<file path="config.mk">
export PLATFORM = sky130hd
export DESIGN_NAME = asrs_sequencer
export DESIGN_NICKNAME = d
export VERILOG_FILES = /design/src/rtl/asrs_pkg.sv /design/src/rtl/asrs_sequencer.sv /design/src/rtl/asrs_deglitch.sv
export SDC_FILE = /design/constraint.sdc
export NUM_CORES = 1
export LEC_CHECK = 0
export BUFFER_PORTS_ARGS = -buffer_cell sky130_fd_sc_hd__buf_4
export CORE_UTILIZATION = 45
export DETAILED_ROUTE_END_ITERATION = 8
export GPL_ROUTABILITY_DRIVEN = 0
export GPL_TIMING_DRIVEN = 1
export MAX_ROUTING_LAYER = met4
export PLACE_DENSITY = 0.65
export SLEW_MARGIN = 20
export SYNTH_ARGS = -nofsm -noshare
export SYNTH_HDL_FRONTEND = slang
export SYNTH_SLANG_ARGS = --single-unit
</file>
<file path="constraint.sdc">
create_clock -name clk_i -period 3.1 [get_ports clk_i]
set_clock_uncertainty 0.05 [all_clocks]
set_input_delay 0.31 -clock clk_i [delete_from_list [all_inputs] [get_ports clk_i]]
set_output_delay 0.31 -clock clk_i [all_outputs]
set_load 0.005 [all_outputs]
</file>
<file path="src/rtl/asrs_pkg.sv">
// Package: constants and state types for the sleep rail sequencer
`default_nettype none
package asrs_pkg;
  localparam int unsigned CLK_HZ          = 100_000_000;
  localparam int unsigned DEGLITCH_NS     = 2_000;
  localparam int unsigned SLEEP_DELAY_NS  = 200_000;
  localparam int unsigned ACTIVE_WAIT_MS  = 50;
  localparam int unsigned PG_DELAY_US     = 1_000;
  localparam int unsigned DEGLITCH_CYC    = (CLK_HZ / 1_000_000) * DEGLITCH_NS / 1_000;
  localparam int unsigned SLEEP_DELAY_CYC = (CLK_HZ / 1_000_000) * SLEEP_DELAY_NS / 1_000;
  localparam int unsigned ACTIVE_WAIT_CYC = (CLK_HZ / 1_000) * ACTIVE_WAIT_MS;
  localparam int unsigned PG_DELAY_CYC    = (CLK_HZ / 1_000_000) * PG_DELAY_US;
  localparam int unsigned CNT_W           = 32;
  // Wishbone register offsets (byte addresses)
  localparam logic [3:0]  REG_CTRL   = 4'h0;
  localparam logic [3:0]  REG_STATUS = 4'h4;
  // Control register bit positions
  localparam int unsigned CTRL_OT_FAULT = 0;
  localparam int unsigned CTRL_OT_SHDN  = 1;
  localparam logic [31:0] CTRL_RESET    = 32'h0000_0000;

  typedef enum logic [2:0] {
    ASRS_INIT    = 3'b000,
    ASRS_WAIT_ON = 3'b001,
    ASRS_ACTIVE  = 3'b011,
    ASRS_DELAY   = 3'b010,
    ASRS_S3      = 3'b110,
    ASRS_S5      = 3'b111
  } asrs_state_e;
endpackage : asrs_pkg
`default_nettype wire

</file>
<file path="src/rtl/asrs_sequencer.sv">
// Sleep rail sequencer: state decode, rail enables, monitors, fault report
//
// Implementation choices: the Wishbone slave port and the register offsets.
`default_nettype none
module asrs_sequencer
  import asrs_pkg::*;
#(
  parameter int unsigned ACTIVE_WAIT = asrs_pkg::ACTIVE_WAIT_CYC,
  parameter int unsigned SLEEP_DELAY = asrs_pkg::SLEEP_DELAY_CYC,
  parameter int unsigned PG_DELAY    = asrs_pkg::PG_DELAY_CYC,
  parameter int unsigned DEGLITCH    = asrs_pkg::DEGLITCH_CYC
) (
  input  wire logic        clk_i,
  input  wire logic        rst_i,
  // Sleep requests and strap inputs (pins)
  input  wire logic        suspend_request_n_i,
  input  wire logic        soft_off_request_n_i,
  input  wire logic        keep_5v_in_soft_off_i,
  input  wire logic        lan_mode_i,
  input  wire logic        soft_start_low_i,
  // Supply and rail monitors (pins, high means above threshold)
  input  wire logic        main_3p3_supply_ok_i,
  input  wire logic        main_5v_supply_ok_i,
  input  wire logic        standby_3p3_rail_ok_i,
  input  wire logic        dual_5v_rail_ok_i,
  input  wire logic        lan_core_rail_ok_i,
  input  wire logic        id_1p2_rail_ok_i,
  // Wishbone classic slave
  input  wire logic        wb_cyc_i,
  input  wire logic        wb_stb_i,
  input  wire logic        wb_we_i,
  input  wire logic [3:0]  wb_adr_i,
  input  wire logic [3:0]  wb_sel_i,
  input  wire logic [31:0] wb_dat_i,
  output logic      [31:0] wb_dat_o,
  output logic             wb_ack_o,
  // Rail drives
  output logic             standby_3p3_npn_drive_o,
  output logic             standby_3p3_switch_on_o,
  output logic             active_switch_gate_out_oe_o,
  output logic             standby_5v_switch_gate_o,
  output logic             id_1p2_rail_en_o,
  output logic             id_rail_good_n_oe_o,
  output logic             lan_rail_gate_drive_o,
  output logic             fault_o
);
  //////////////////////////////////////////////////////////////////////////
  // Input synchronisers and deglitch
  logic susp_n;
  logic soff_n;
  asrs_deglitch #(.FILT_CYC(DEGLITCH), .INIT(1'b1)) u_dg_susp (
    .clk_i  (clk_i),
    .rst_i  (rst_i),
    .pin_i  (suspend_request_n_i),
    .filt_o (susp_n)
  );
  asrs_deglitch #(.FILT_CYC(DEGLITCH), .INIT(1'b1)) u_dg_soff (
    .clk_i  (clk_i),
    .rst_i  (rst_i),
    .pin_i  (soft_off_request_n_i),
    .filt_o (soff_n)
  );

  logic [7:0] s1_ff;
  logic [7:0] s2_ff;
  // Standby, dual 5V and ID rail monitors read good until first sampled (LAN rail monitor resets low), so reset gives no false fault
  localparam logic [7:0] MON_SYNC_INIT = 8'h07;
  always_ff @(posedge clk_i) begin
    if (rst_i) begin
      s1_ff <= MON_SYNC_INIT;
      s2_ff <= MON_SYNC_INIT;
    end else begin
      s1_ff <= {keep_5v_in_soft_off_i, lan_mode_i, soft_start_low_i, main_3p3_supply_ok_i,
                main_5v_supply_ok_i, standby_3p3_rail_ok_i, dual_5v_rail_ok_i,
                id_1p2_rail_ok_i};
      s2_ff <= s1_ff;
    end
  end
  logic keep5;
  logic lan_keep;
  logic ss_low;
  logic m33_ok;
  logic m5_ok;
  logic sb33_ok;
  logic d5_ok;
  logic id_ok;
  logic lan_ok_s1_ff;
  logic lan_ok_ff;
  assign keep5    = s2_ff[7];
  assign lan_keep = s2_ff[6];
  assign ss_low   = s2_ff[5];
  assign m33_ok   = s2_ff[4];
  assign m5_ok    = s2_ff[3];
  assign sb33_ok  = s2_ff[2];
  assign d5_ok    = s2_ff[1];
  assign id_ok    = s2_ff[0];
  always_ff @(posedge clk_i) begin
    if (rst_i) begin
      lan_ok_s1_ff <= 1'b0;
      lan_ok_ff    <= 1'b0;
    end else begin
      lan_ok_s1_ff <= lan_core_rail_ok_i;
      lan_ok_ff    <= lan_ok_s1_ff;
    end
  end

  //////////////////////////////////////////////////////////////////////////
  // Register file
  logic [31:0] ctrl_ff;
  logic        ot_fault;
  logic        ot_shdn_ff;
  assign ot_fault = ctrl_ff[CTRL_OT_FAULT];

  //////////////////////////////////////////////////////////////////////////
  // Power state machine
  asrs_state_e state_ff;
  asrs_state_e nxt_state;
  logic [CNT_W-1:0] tmr_ff;
  logic [CNT_W-1:0] nxt_tmr;
  logic mains_ok;
  logic shut;
  logic is_active;
  logic in_s3;
  logic in_s5;
  assign mains_ok  = m33_ok & m5_ok;
  assign shut      = ss_low | ot_shdn_ff;
  assign is_active = (state_ff == ASRS_ACTIVE) | (state_ff == ASRS_DELAY);
  assign in_s3     = (state_ff == ASRS_S3);
  assign in_s5     = (state_ff == ASRS_S5) | (state_ff == ASRS_INIT);

  always_comb begin
    nxt_state = state_ff;
    nxt_tmr   = '0;
    unique case (state_ff)
      ASRS_INIT: begin
        // Bias up: standby rails start; pick active or sleep from requests
        if (susp_n && soff_n) begin
          nxt_state = ASRS_WAIT_ON;
        end else if (susp_n == 1'b0 && soff_n) begin
          nxt_state = ASRS_S3;
        end else if (!susp_n && !soff_n) begin
          nxt_state = ASRS_S5;
        end
      end
      ASRS_WAIT_ON: begin
        if (!(susp_n && soff_n) && !(!soff_n && susp_n)) begin
          nxt_state = soff_n ? ASRS_S3 : ASRS_S5;
        end else if (!mains_ok) begin
          nxt_tmr = '0;
        end else if (tmr_ff == CNT_W'(ACTIVE_WAIT - 1)) begin
          nxt_state = ASRS_ACTIVE;
        end else begin
          nxt_tmr = tmr_ff + CNT_W'(1);
        end
      end
      ASRS_ACTIVE: begin
        if (!mains_ok) begin
          nxt_state = ASRS_S5;
        end else if (!susp_n) begin
          nxt_state = ASRS_DELAY;
        end
      end
      ASRS_DELAY: begin
        if (!mains_ok) begin
          nxt_state = ASRS_S5;
        end else if (susp_n) begin
          nxt_state = ASRS_ACTIVE;
        end else if (tmr_ff == CNT_W'(SLEEP_DELAY - 1)) begin
          nxt_state = soff_n ? ASRS_S3 : ASRS_S5;
        end else begin
          nxt_tmr = tmr_ff + CNT_W'(1);
        end
      end
      ASRS_S3: begin
        if (susp_n && soff_n) begin
          nxt_state = ASRS_WAIT_ON;
        end else if (!susp_n && !soff_n) begin
          nxt_state = ASRS_S5;
        end
      end
      ASRS_S5: begin
        // S5 to S3 is blocked; only wake to active leaves this state
        if (susp_n && soff_n) begin
          nxt_state = ASRS_WAIT_ON;
        end
      end
      default: nxt_state = ASRS_INIT;
    endcase
  end

  always_ff @(posedge clk_i) begin
    if (rst_i) begin
      state_ff <= ASRS_INIT;
      tmr_ff   <= '0;
    end else begin
      state_ff <= nxt_state;
      tmr_ff   <= nxt_tmr;
    end
  end

  //////////////////////////////////////////////////////////////////////////
  // Rail enables
  logic id_latch_off_ff;
  always_ff @(posedge clk_i) begin
    if (rst_i) begin
      standby_3p3_npn_drive_o     <= 1'b0;
      standby_3p3_switch_on_o     <= 1'b0;
      active_switch_gate_out_oe_o <= 1'b1;
      standby_5v_switch_gate_o    <= 1'b0;
      id_1p2_rail_en_o            <= 1'b0;
      lan_rail_gate_drive_o       <= 1'b0;
    end else if (shut) begin
      standby_3p3_npn_drive_o     <= 1'b0;
      standby_3p3_switch_on_o     <= 1'b0;
      active_switch_gate_out_oe_o <= 1'b1;
      standby_5v_switch_gate_o    <= 1'b0;
      id_1p2_rail_en_o            <= 1'b0;
      lan_rail_gate_drive_o       <= 1'b0;
    end else begin
      standby_3p3_npn_drive_o     <= !is_active;
      standby_3p3_switch_on_o     <= is_active;
      active_switch_gate_out_oe_o <= !is_active;
      standby_5v_switch_gate_o    <= in_s3 | (in_s5 & keep5);
      id_1p2_rail_en_o            <= is_active & !id_latch_off_ff;
      lan_rail_gate_drive_o       <= is_active | lan_keep;
    end
  end

  //////////////////////////////////////////////////////////////////////////
  // ID rail good delay and latch-off
  logic [CNT_W-1:0] pg_cnt_ff;
  logic             id_seen_ff;
  always_ff @(posedge clk_i) begin
    if (rst_i) begin
      pg_cnt_ff           <= '0;
      id_rail_good_n_oe_o <= 1'b1;
    end else if (!id_1p2_rail_en_o || !id_ok) begin
      pg_cnt_ff           <= '0;
      id_rail_good_n_oe_o <= 1'b1;
    end else if (pg_cnt_ff == CNT_W'(PG_DELAY - 1)) begin
      id_rail_good_n_oe_o <= 1'b0;
    end else begin
      pg_cnt_ff <= pg_cnt_ff + CNT_W'(1);
    end
  end

  // Latch-off set wins over the soft-start clear in the same cycle
  always_ff @(posedge clk_i) begin
    if (rst_i) begin
      id_seen_ff      <= 1'b0;
      id_latch_off_ff <= 1'b0;
    end else begin
      if (ss_low) begin
        id_seen_ff      <= 1'b0;
        id_latch_off_ff <= 1'b0;
      end
      if (id_1p2_rail_en_o && id_ok) begin
        id_seen_ff <= 1'b1;
      end
      if (id_seen_ff && id_1p2_rail_en_o && !id_ok) begin
        id_latch_off_ff <= 1'b1;
      end
    end
  end

  //////////////////////////////////////////////////////////////////////////
  // Fault report
  logic rail_uv;
  assign rail_uv = !sb33_ok | (!d5_ok & standby_5v_switch_gate_o)
                 | (!lan_ok_ff & lan_rail_gate_drive_o) | id_latch_off_ff;
  always_ff @(posedge clk_i) begin
    if (rst_i) begin
      fault_o <= 1'b0;
    end else if (ss_low) begin
      fault_o <= 1'b0;
    end else begin
      fault_o <= rail_uv | (is_active & !mains_ok) | ot_fault | ot_shdn_ff;
    end
  end

  //////////////////////////////////////////////////////////////////////////
  // Wishbone slave
  always_ff @(posedge clk_i) begin
    if (rst_i) begin
      ctrl_ff    <= CTRL_RESET;
      ot_shdn_ff <= 1'b0;
      wb_ack_o   <= 1'b0;
      wb_dat_o   <= 32'h0000_0000;
    end else begin
      wb_ack_o <= wb_cyc_i & wb_stb_i & !wb_ack_o;
      if (ctrl_ff[CTRL_OT_SHDN]) begin
        ot_shdn_ff <= 1'b1;
      end
      if (wb_cyc_i && wb_stb_i && !wb_ack_o) begin
        if (wb_we_i && wb_adr_i == REG_CTRL && wb_sel_i[0]) begin
          ctrl_ff[7:0] <= wb_dat_i[7:0];
        end
        unique case (wb_adr_i)
          REG_CTRL:   wb_dat_o <= ctrl_ff;
          REG_STATUS: wb_dat_o <= {16'h0000, 5'h00, state_ff, id_latch_off_ff,
                                   ot_shdn_ff, mains_ok, fault_o,
                                   id_rail_good_n_oe_o, id_1p2_rail_en_o,
                                   standby_5v_switch_gate_o, lan_rail_gate_drive_o};
          default:    wb_dat_o <= 32'h0000_0000;
        endcase
      end
    end
  end

  //////////////////////////////////////////////////////////////////////////
  // Checks
  AST_SS_FAULT: assert property (@(posedge clk_i) disable iff (rst_i)
    ss_low |=> !fault_o) else $error("fault not cleared by soft-start low");
  AST_SS_SHUT: assert property (@(posedge clk_i) disable iff (rst_i)
    ss_low |=> !id_1p2_rail_en_o && !lan_rail_gate_drive_o && !standby_3p3_npn_drive_o)
    else $error("outputs not shut down");
  AST_ID_ACTIVE: assert property (@(posedge clk_i) disable iff (rst_i)
    id_1p2_rail_en_o |-> $past(is_active)) else $error("id regulator on in sleep");
  AST_GATE: assert property (@(posedge clk_i) disable iff (rst_i)
    !shut && $past(!shut) && is_active |=> !active_switch_gate_out_oe_o)
    else $error("active gate not released");
  AST_LOSS: assert property (@(posedge clk_i) disable iff (rst_i)
    is_active && !mains_ok |=> state_ff == ASRS_S5) else $error("no forced S5");
  AST_NO_S3: assert property (@(posedge clk_i) disable iff (rst_i)
    state_ff == ASRS_S5 |=> state_ff != ASRS_S3) else $error("S5 to S3 taken");
  AST_ENTRY: assert property (@(posedge clk_i) disable iff (rst_i)
    $rose(state_ff == ASRS_ACTIVE) && $past(state_ff) == ASRS_WAIT_ON |-> $past(mains_ok))
    else $error("active without mains");
  AST_PG: assert property (@(posedge clk_i) disable iff (rst_i)
    !id_ok |=> id_rail_good_n_oe_o) else $error("good released below threshold");
  AST_LAN: assert property (@(posedge clk_i) disable iff (rst_i)
    !shut && (state_ff == ASRS_S3) && !lan_keep |=> !lan_rail_gate_drive_o)
    else $error("lan rail on in gigabit sleep");
  AST_ILLEGAL: assert property (@(posedge clk_i) disable iff (rst_i)
    susp_n && !soff_n && state_ff == ASRS_S3 |=> state_ff == ASRS_S3)
    else $error("illegal request changed state");
endmodule : asrs_sequencer
`default_nettype wire

</file>
<file path="src/rtl/asrs_deglitch.sv">
// Two-flop synchroniser followed by a stable-count deglitch filter
`default_nettype none
module asrs_deglitch #(
  parameter int unsigned FILT_CYC = 200,
  parameter logic        INIT     = 1'b1
) (
  input  wire logic clk_i,
  input  wire logic rst_i,
  input  wire logic pin_i,
  output logic      filt_o
);
  logic        sync1_ff;
  logic        sync2_ff;
  logic [15:0] cnt_ff;
  localparam logic [15:0] FILT_LAST = 16'(FILT_CYC - 1);

  always_ff @(posedge clk_i) begin
    if (rst_i) begin
      sync1_ff <= INIT;
      sync2_ff <= INIT;
    end else begin
      sync1_ff <= pin_i;
      sync2_ff <= sync1_ff;
    end
  end

  // Output follows only after the input held its new level for the full window
  always_ff @(posedge clk_i) begin
    if (rst_i) begin
      cnt_ff <= 16'h0000;
      filt_o <= INIT;
    end else if (sync2_ff == filt_o) begin
      cnt_ff <= 16'h0000;
    end else if (cnt_ff == FILT_LAST) begin
      cnt_ff <= 16'h0000;
      filt_o <= sync2_ff;
    end else begin
      cnt_ff <= cnt_ff + 16'h0001;
    end
  end
endmodule : asrs_deglitch
`default_nettype wire

</file>
==> metrics.md <==
| Metric | Value |
|---|---|
| Status | finished clean |
| Worst hold stages | 2 |
| Peak Freq | 385.0 MHz |
| CTS Hold Bufs | 0 |
| Number of diodes | 0 |
| Setup_tns | 0 ns |
| Hold Path Class | primary input to flop |
| First-pass GRT wire length | around 21000 um |
| Largest stage delay, worst path | 0.59 ns |
| Final period util | 83.79% |
| Synth cell count leaders | dfxtp_1, nor2_1, nand2_1 |
| Vias in the first global route | 4868 |
| RSZ-0062 raised after global routing | false |
| Final min period | 2.598 ns |
| GRT overflow | 0 |
| Yosys warns | 0 |
| Number of top-level pins | 97 |
| Die Wd | 122.9 um |
| Max-slew headroom | roughly three fifths |
| Synth Register Bits | around 150 |
| Top-count cell post-synth | dfxtp_1 |
| CP Buf/Inv Count | 0 |
| Critical setup path kind | flop to flop |
| Initial antenna violation count | 0 |
| Placement Rows | 43 |
| Sequential area share after synthesis | 46.87% |
| Hold EP | s1_ff[1] |
| Cell count after placement | between 900 and 1000 |
| Max Slew Vio Count | 0 |
| CORE AREA | 14100 um2 |
| Leakage power | 2.664 nW |
| EDFF count, synth | 0 |
| DRT Pass-1 Iters | 7 |
| Flop2flop setup slack | 0.50 ns |
| Data required, critical path | about 3.3 ns |
| Synth unique cells | 52 |
| RR Endpoint | tmr_ff[4] |
| Share of cells above drive strength 1 | 12.96% |
| DRC | 0 |
| Synth Area per Inst | 8.712 um2 |
| Avg WL per Cell | 12.91 um |
| Placed instance area | around 7000 um2 |
| Syn Std Cell Area | 6578 um2 |
| Port Buffer Count | between 40 and 50 |
| Initial Util | 46.66% |
| PD cells | 566.1 nW/um2 |
| Routed WL | between 10000 and 15000 um |
| CTS Root Cell | clkbuf_16 |
| Final core utilization | ~54% |
| Die area | 15100 um2 |
| CP max FO | 32 |
| Critical path's top delay family | simple AND/OR/NAND/NOR gates |
| Critical Path AT | 2.83 ns |
| Yosys top cell area share | a little under half |
| Crit-path cells | ha_1 -> and4_1 -> nand2_1 -> or4_1 -> a22oi_1 -> a2111o_2 -> nor2_1 |
| Clock slew at reported path FFs | 0.06 ns |
| Vias | between 5000 and 6000 |
| Fin Hold WS | 0.01996 ns |
| Reg-to-Reg Start | tmr_ff[0] |
| CTS tree | done |
| Yosys top cell by area | dfxtp_1 |
| Post-Synthesis Cells | 755 |
| Worst VDD drop | about 0.35 mV |
| Largest net degree at the start of global routing | 57 |
| Synth top area cells | dfxtp_1, nor2_1, xnor2_1, xor2_1, nand3_1 |
| Area delta synth->final | 15.52% |
| Async SR Flop Fraction | 0% |
| HPWL Detailed | about 8600 um |
| Slew @ Worst Pin | 0.6154 ns |
| Post-route cell area | between 7000 and 8000 um2 |
| Initial DRC count | 371 |
| H-Tree Depth | 4 |
| Clk sinks | about 150 |
| GRT Util Overall | 18.49% |
| Final setup vio count | 0 |
| Max-cap violations | 0 |
| Clk buf depth | 2 |
| Setup Fix Bufs, Post-CTS | 0 |
| Worst R2R Path Depth | 7 |
| CP max stage cell | or4_1 |
| Final net count | 857 |
| Final Hold Viols | 0 |
| Clk_lat worst skew | between 0.4 and 0.5 ns |
| Final ANT Viol Nets | 0 |
| Final cell count without fillers | 990 |
| Crit. End Element | flop |
| TritonCTS Buffers | 17 |
| Cts repair resizes | 0 |
| HP Start | dual_5v_rail_ok_i |
| Vias per Instance | 5.158 |
| Die Y | 122.9 um |
| CP Launch Type | flop |
| Post-synth top flop | dfxtp_1 |
sequential cells by signal, summed over array words and instances (netlist names), 3 cells and up:
name	count
s2_ff	8
pg_cnt_ff	32
wb_dat_o	11
s1_ff	8
ctrl_ff	8
tmr_ff	32
u_dg_soff.cnt_ff	16
state_ff	3
u_dg_susp.cnt_ff	16
worst max-delay path by stage:
| stage | start | to | slack [ns] | cells after the start |
|---|---|---|---|---|
| 2_1_floorplan | tmr_ff[0] | tmr_ff[25] | 1.0 | 8 |
| 3_3_place_gp | tmr_ff[0] | tmr_ff[5] | 0.62 | 7 |
| 3_5_place_dp | tmr_ff[0] | tmr_ff[4] | 0.51 | 7 |
| 4_1_cts | tmr_ff[0] | tmr_ff[4] | 0.49 | 7 |
| 5_1_grt | tmr_ff[0] | tmr_ff[4] | 0.35 | 7 |
| 6_report | tmr_ff[0] | tmr_ff[4] | 0.50 | 7 |
worst register-to-register path: stages, from the launching register on:
cell and delay (ns):
dfxtp_1 0.37, ha_1 0.21, and4_1 0.26, nand2_1 0.15
or4_1 0.59, a22oi_1 0.16, a2111o_2 0.53, nor2_1 0.13
per-stage QoR:
stage / total power, mW / worst slack (ns)
finish: 4.302 / 0.5024
global route: 4.442 / 0.3450
CTS: 4.339 / 0.4911
detailed placement: 2.218 / 0.5106
global placement: 2.214 / 0.6163
floorplan: 2.169 / 0.9981
layer usage:
| layer | share of wire, % | global-route usage, % |
|---|---|---|
| met5 | 0 | - |
| met4 | 1.5 | 7.622 |
| met3 | 3.4 | 4.336 |
| met2 | 49 | 30.65 |
| met1 | 46 | 21.49 |
placed cells by master, fill, tap and decap left out, types with 4 or more instances in the layout:
master,count
conb_1,21
or4_1,6
a21oi_1,17
a221oi_1,7
mux2i_1,9
xor2_1,42
nor4b_1,4
nor3_1,28
ha_1,4
xnor2_1,46
clkbuf_16,17
and4_1,6
and3_1,11
or3_1,10
nor2b_1,16
dfxtp_1,154
nor2_1,151
nand4_1,7
or2_2,14
nor4_1,12
o21ai_0,6
inv_1,19
buf_4,52
nand2_1,55
nand2b_1,4
nand3_1,43
power by group:
part	switching [mW]	internal, mW	total, mW
sequential	0.0242	2.01	2.03
clock	0.792	1.33	2.13
combinational	0.0694	0.0706	0.140
area by class of cell:
cell class,instances,area (um2)
clock buffer,23,478.0
clock inverter,9,136.4
fill,1294,6497
inverter,19,71.32
multi-input combinational,553,3214
sequential,154,3083
tap,180,225.2
timing repair buffer,52,390.4
cell families (layout without fill, tap and decap cells):
group / Yosys count / count (layout) / share of synthesized area (%)
AND/OR/NAND/NOR: 385 / 385 / 29.14
flip-flops: 154 / 154 / 46.87
XOR/XNOR: 88 / 88 / 11.72
buffers and inverters: 68 / 103 / 5.497
AO/OA/AOI/OAI: 46 / 46 / 4.585
multiplexers: 9 / 9 / 1.370
adder cells (fa/ha/maj): 4 / 4 / 0.7609
other: 1 / 21 / 0.05701
Power figures use the tool's default switching activity.
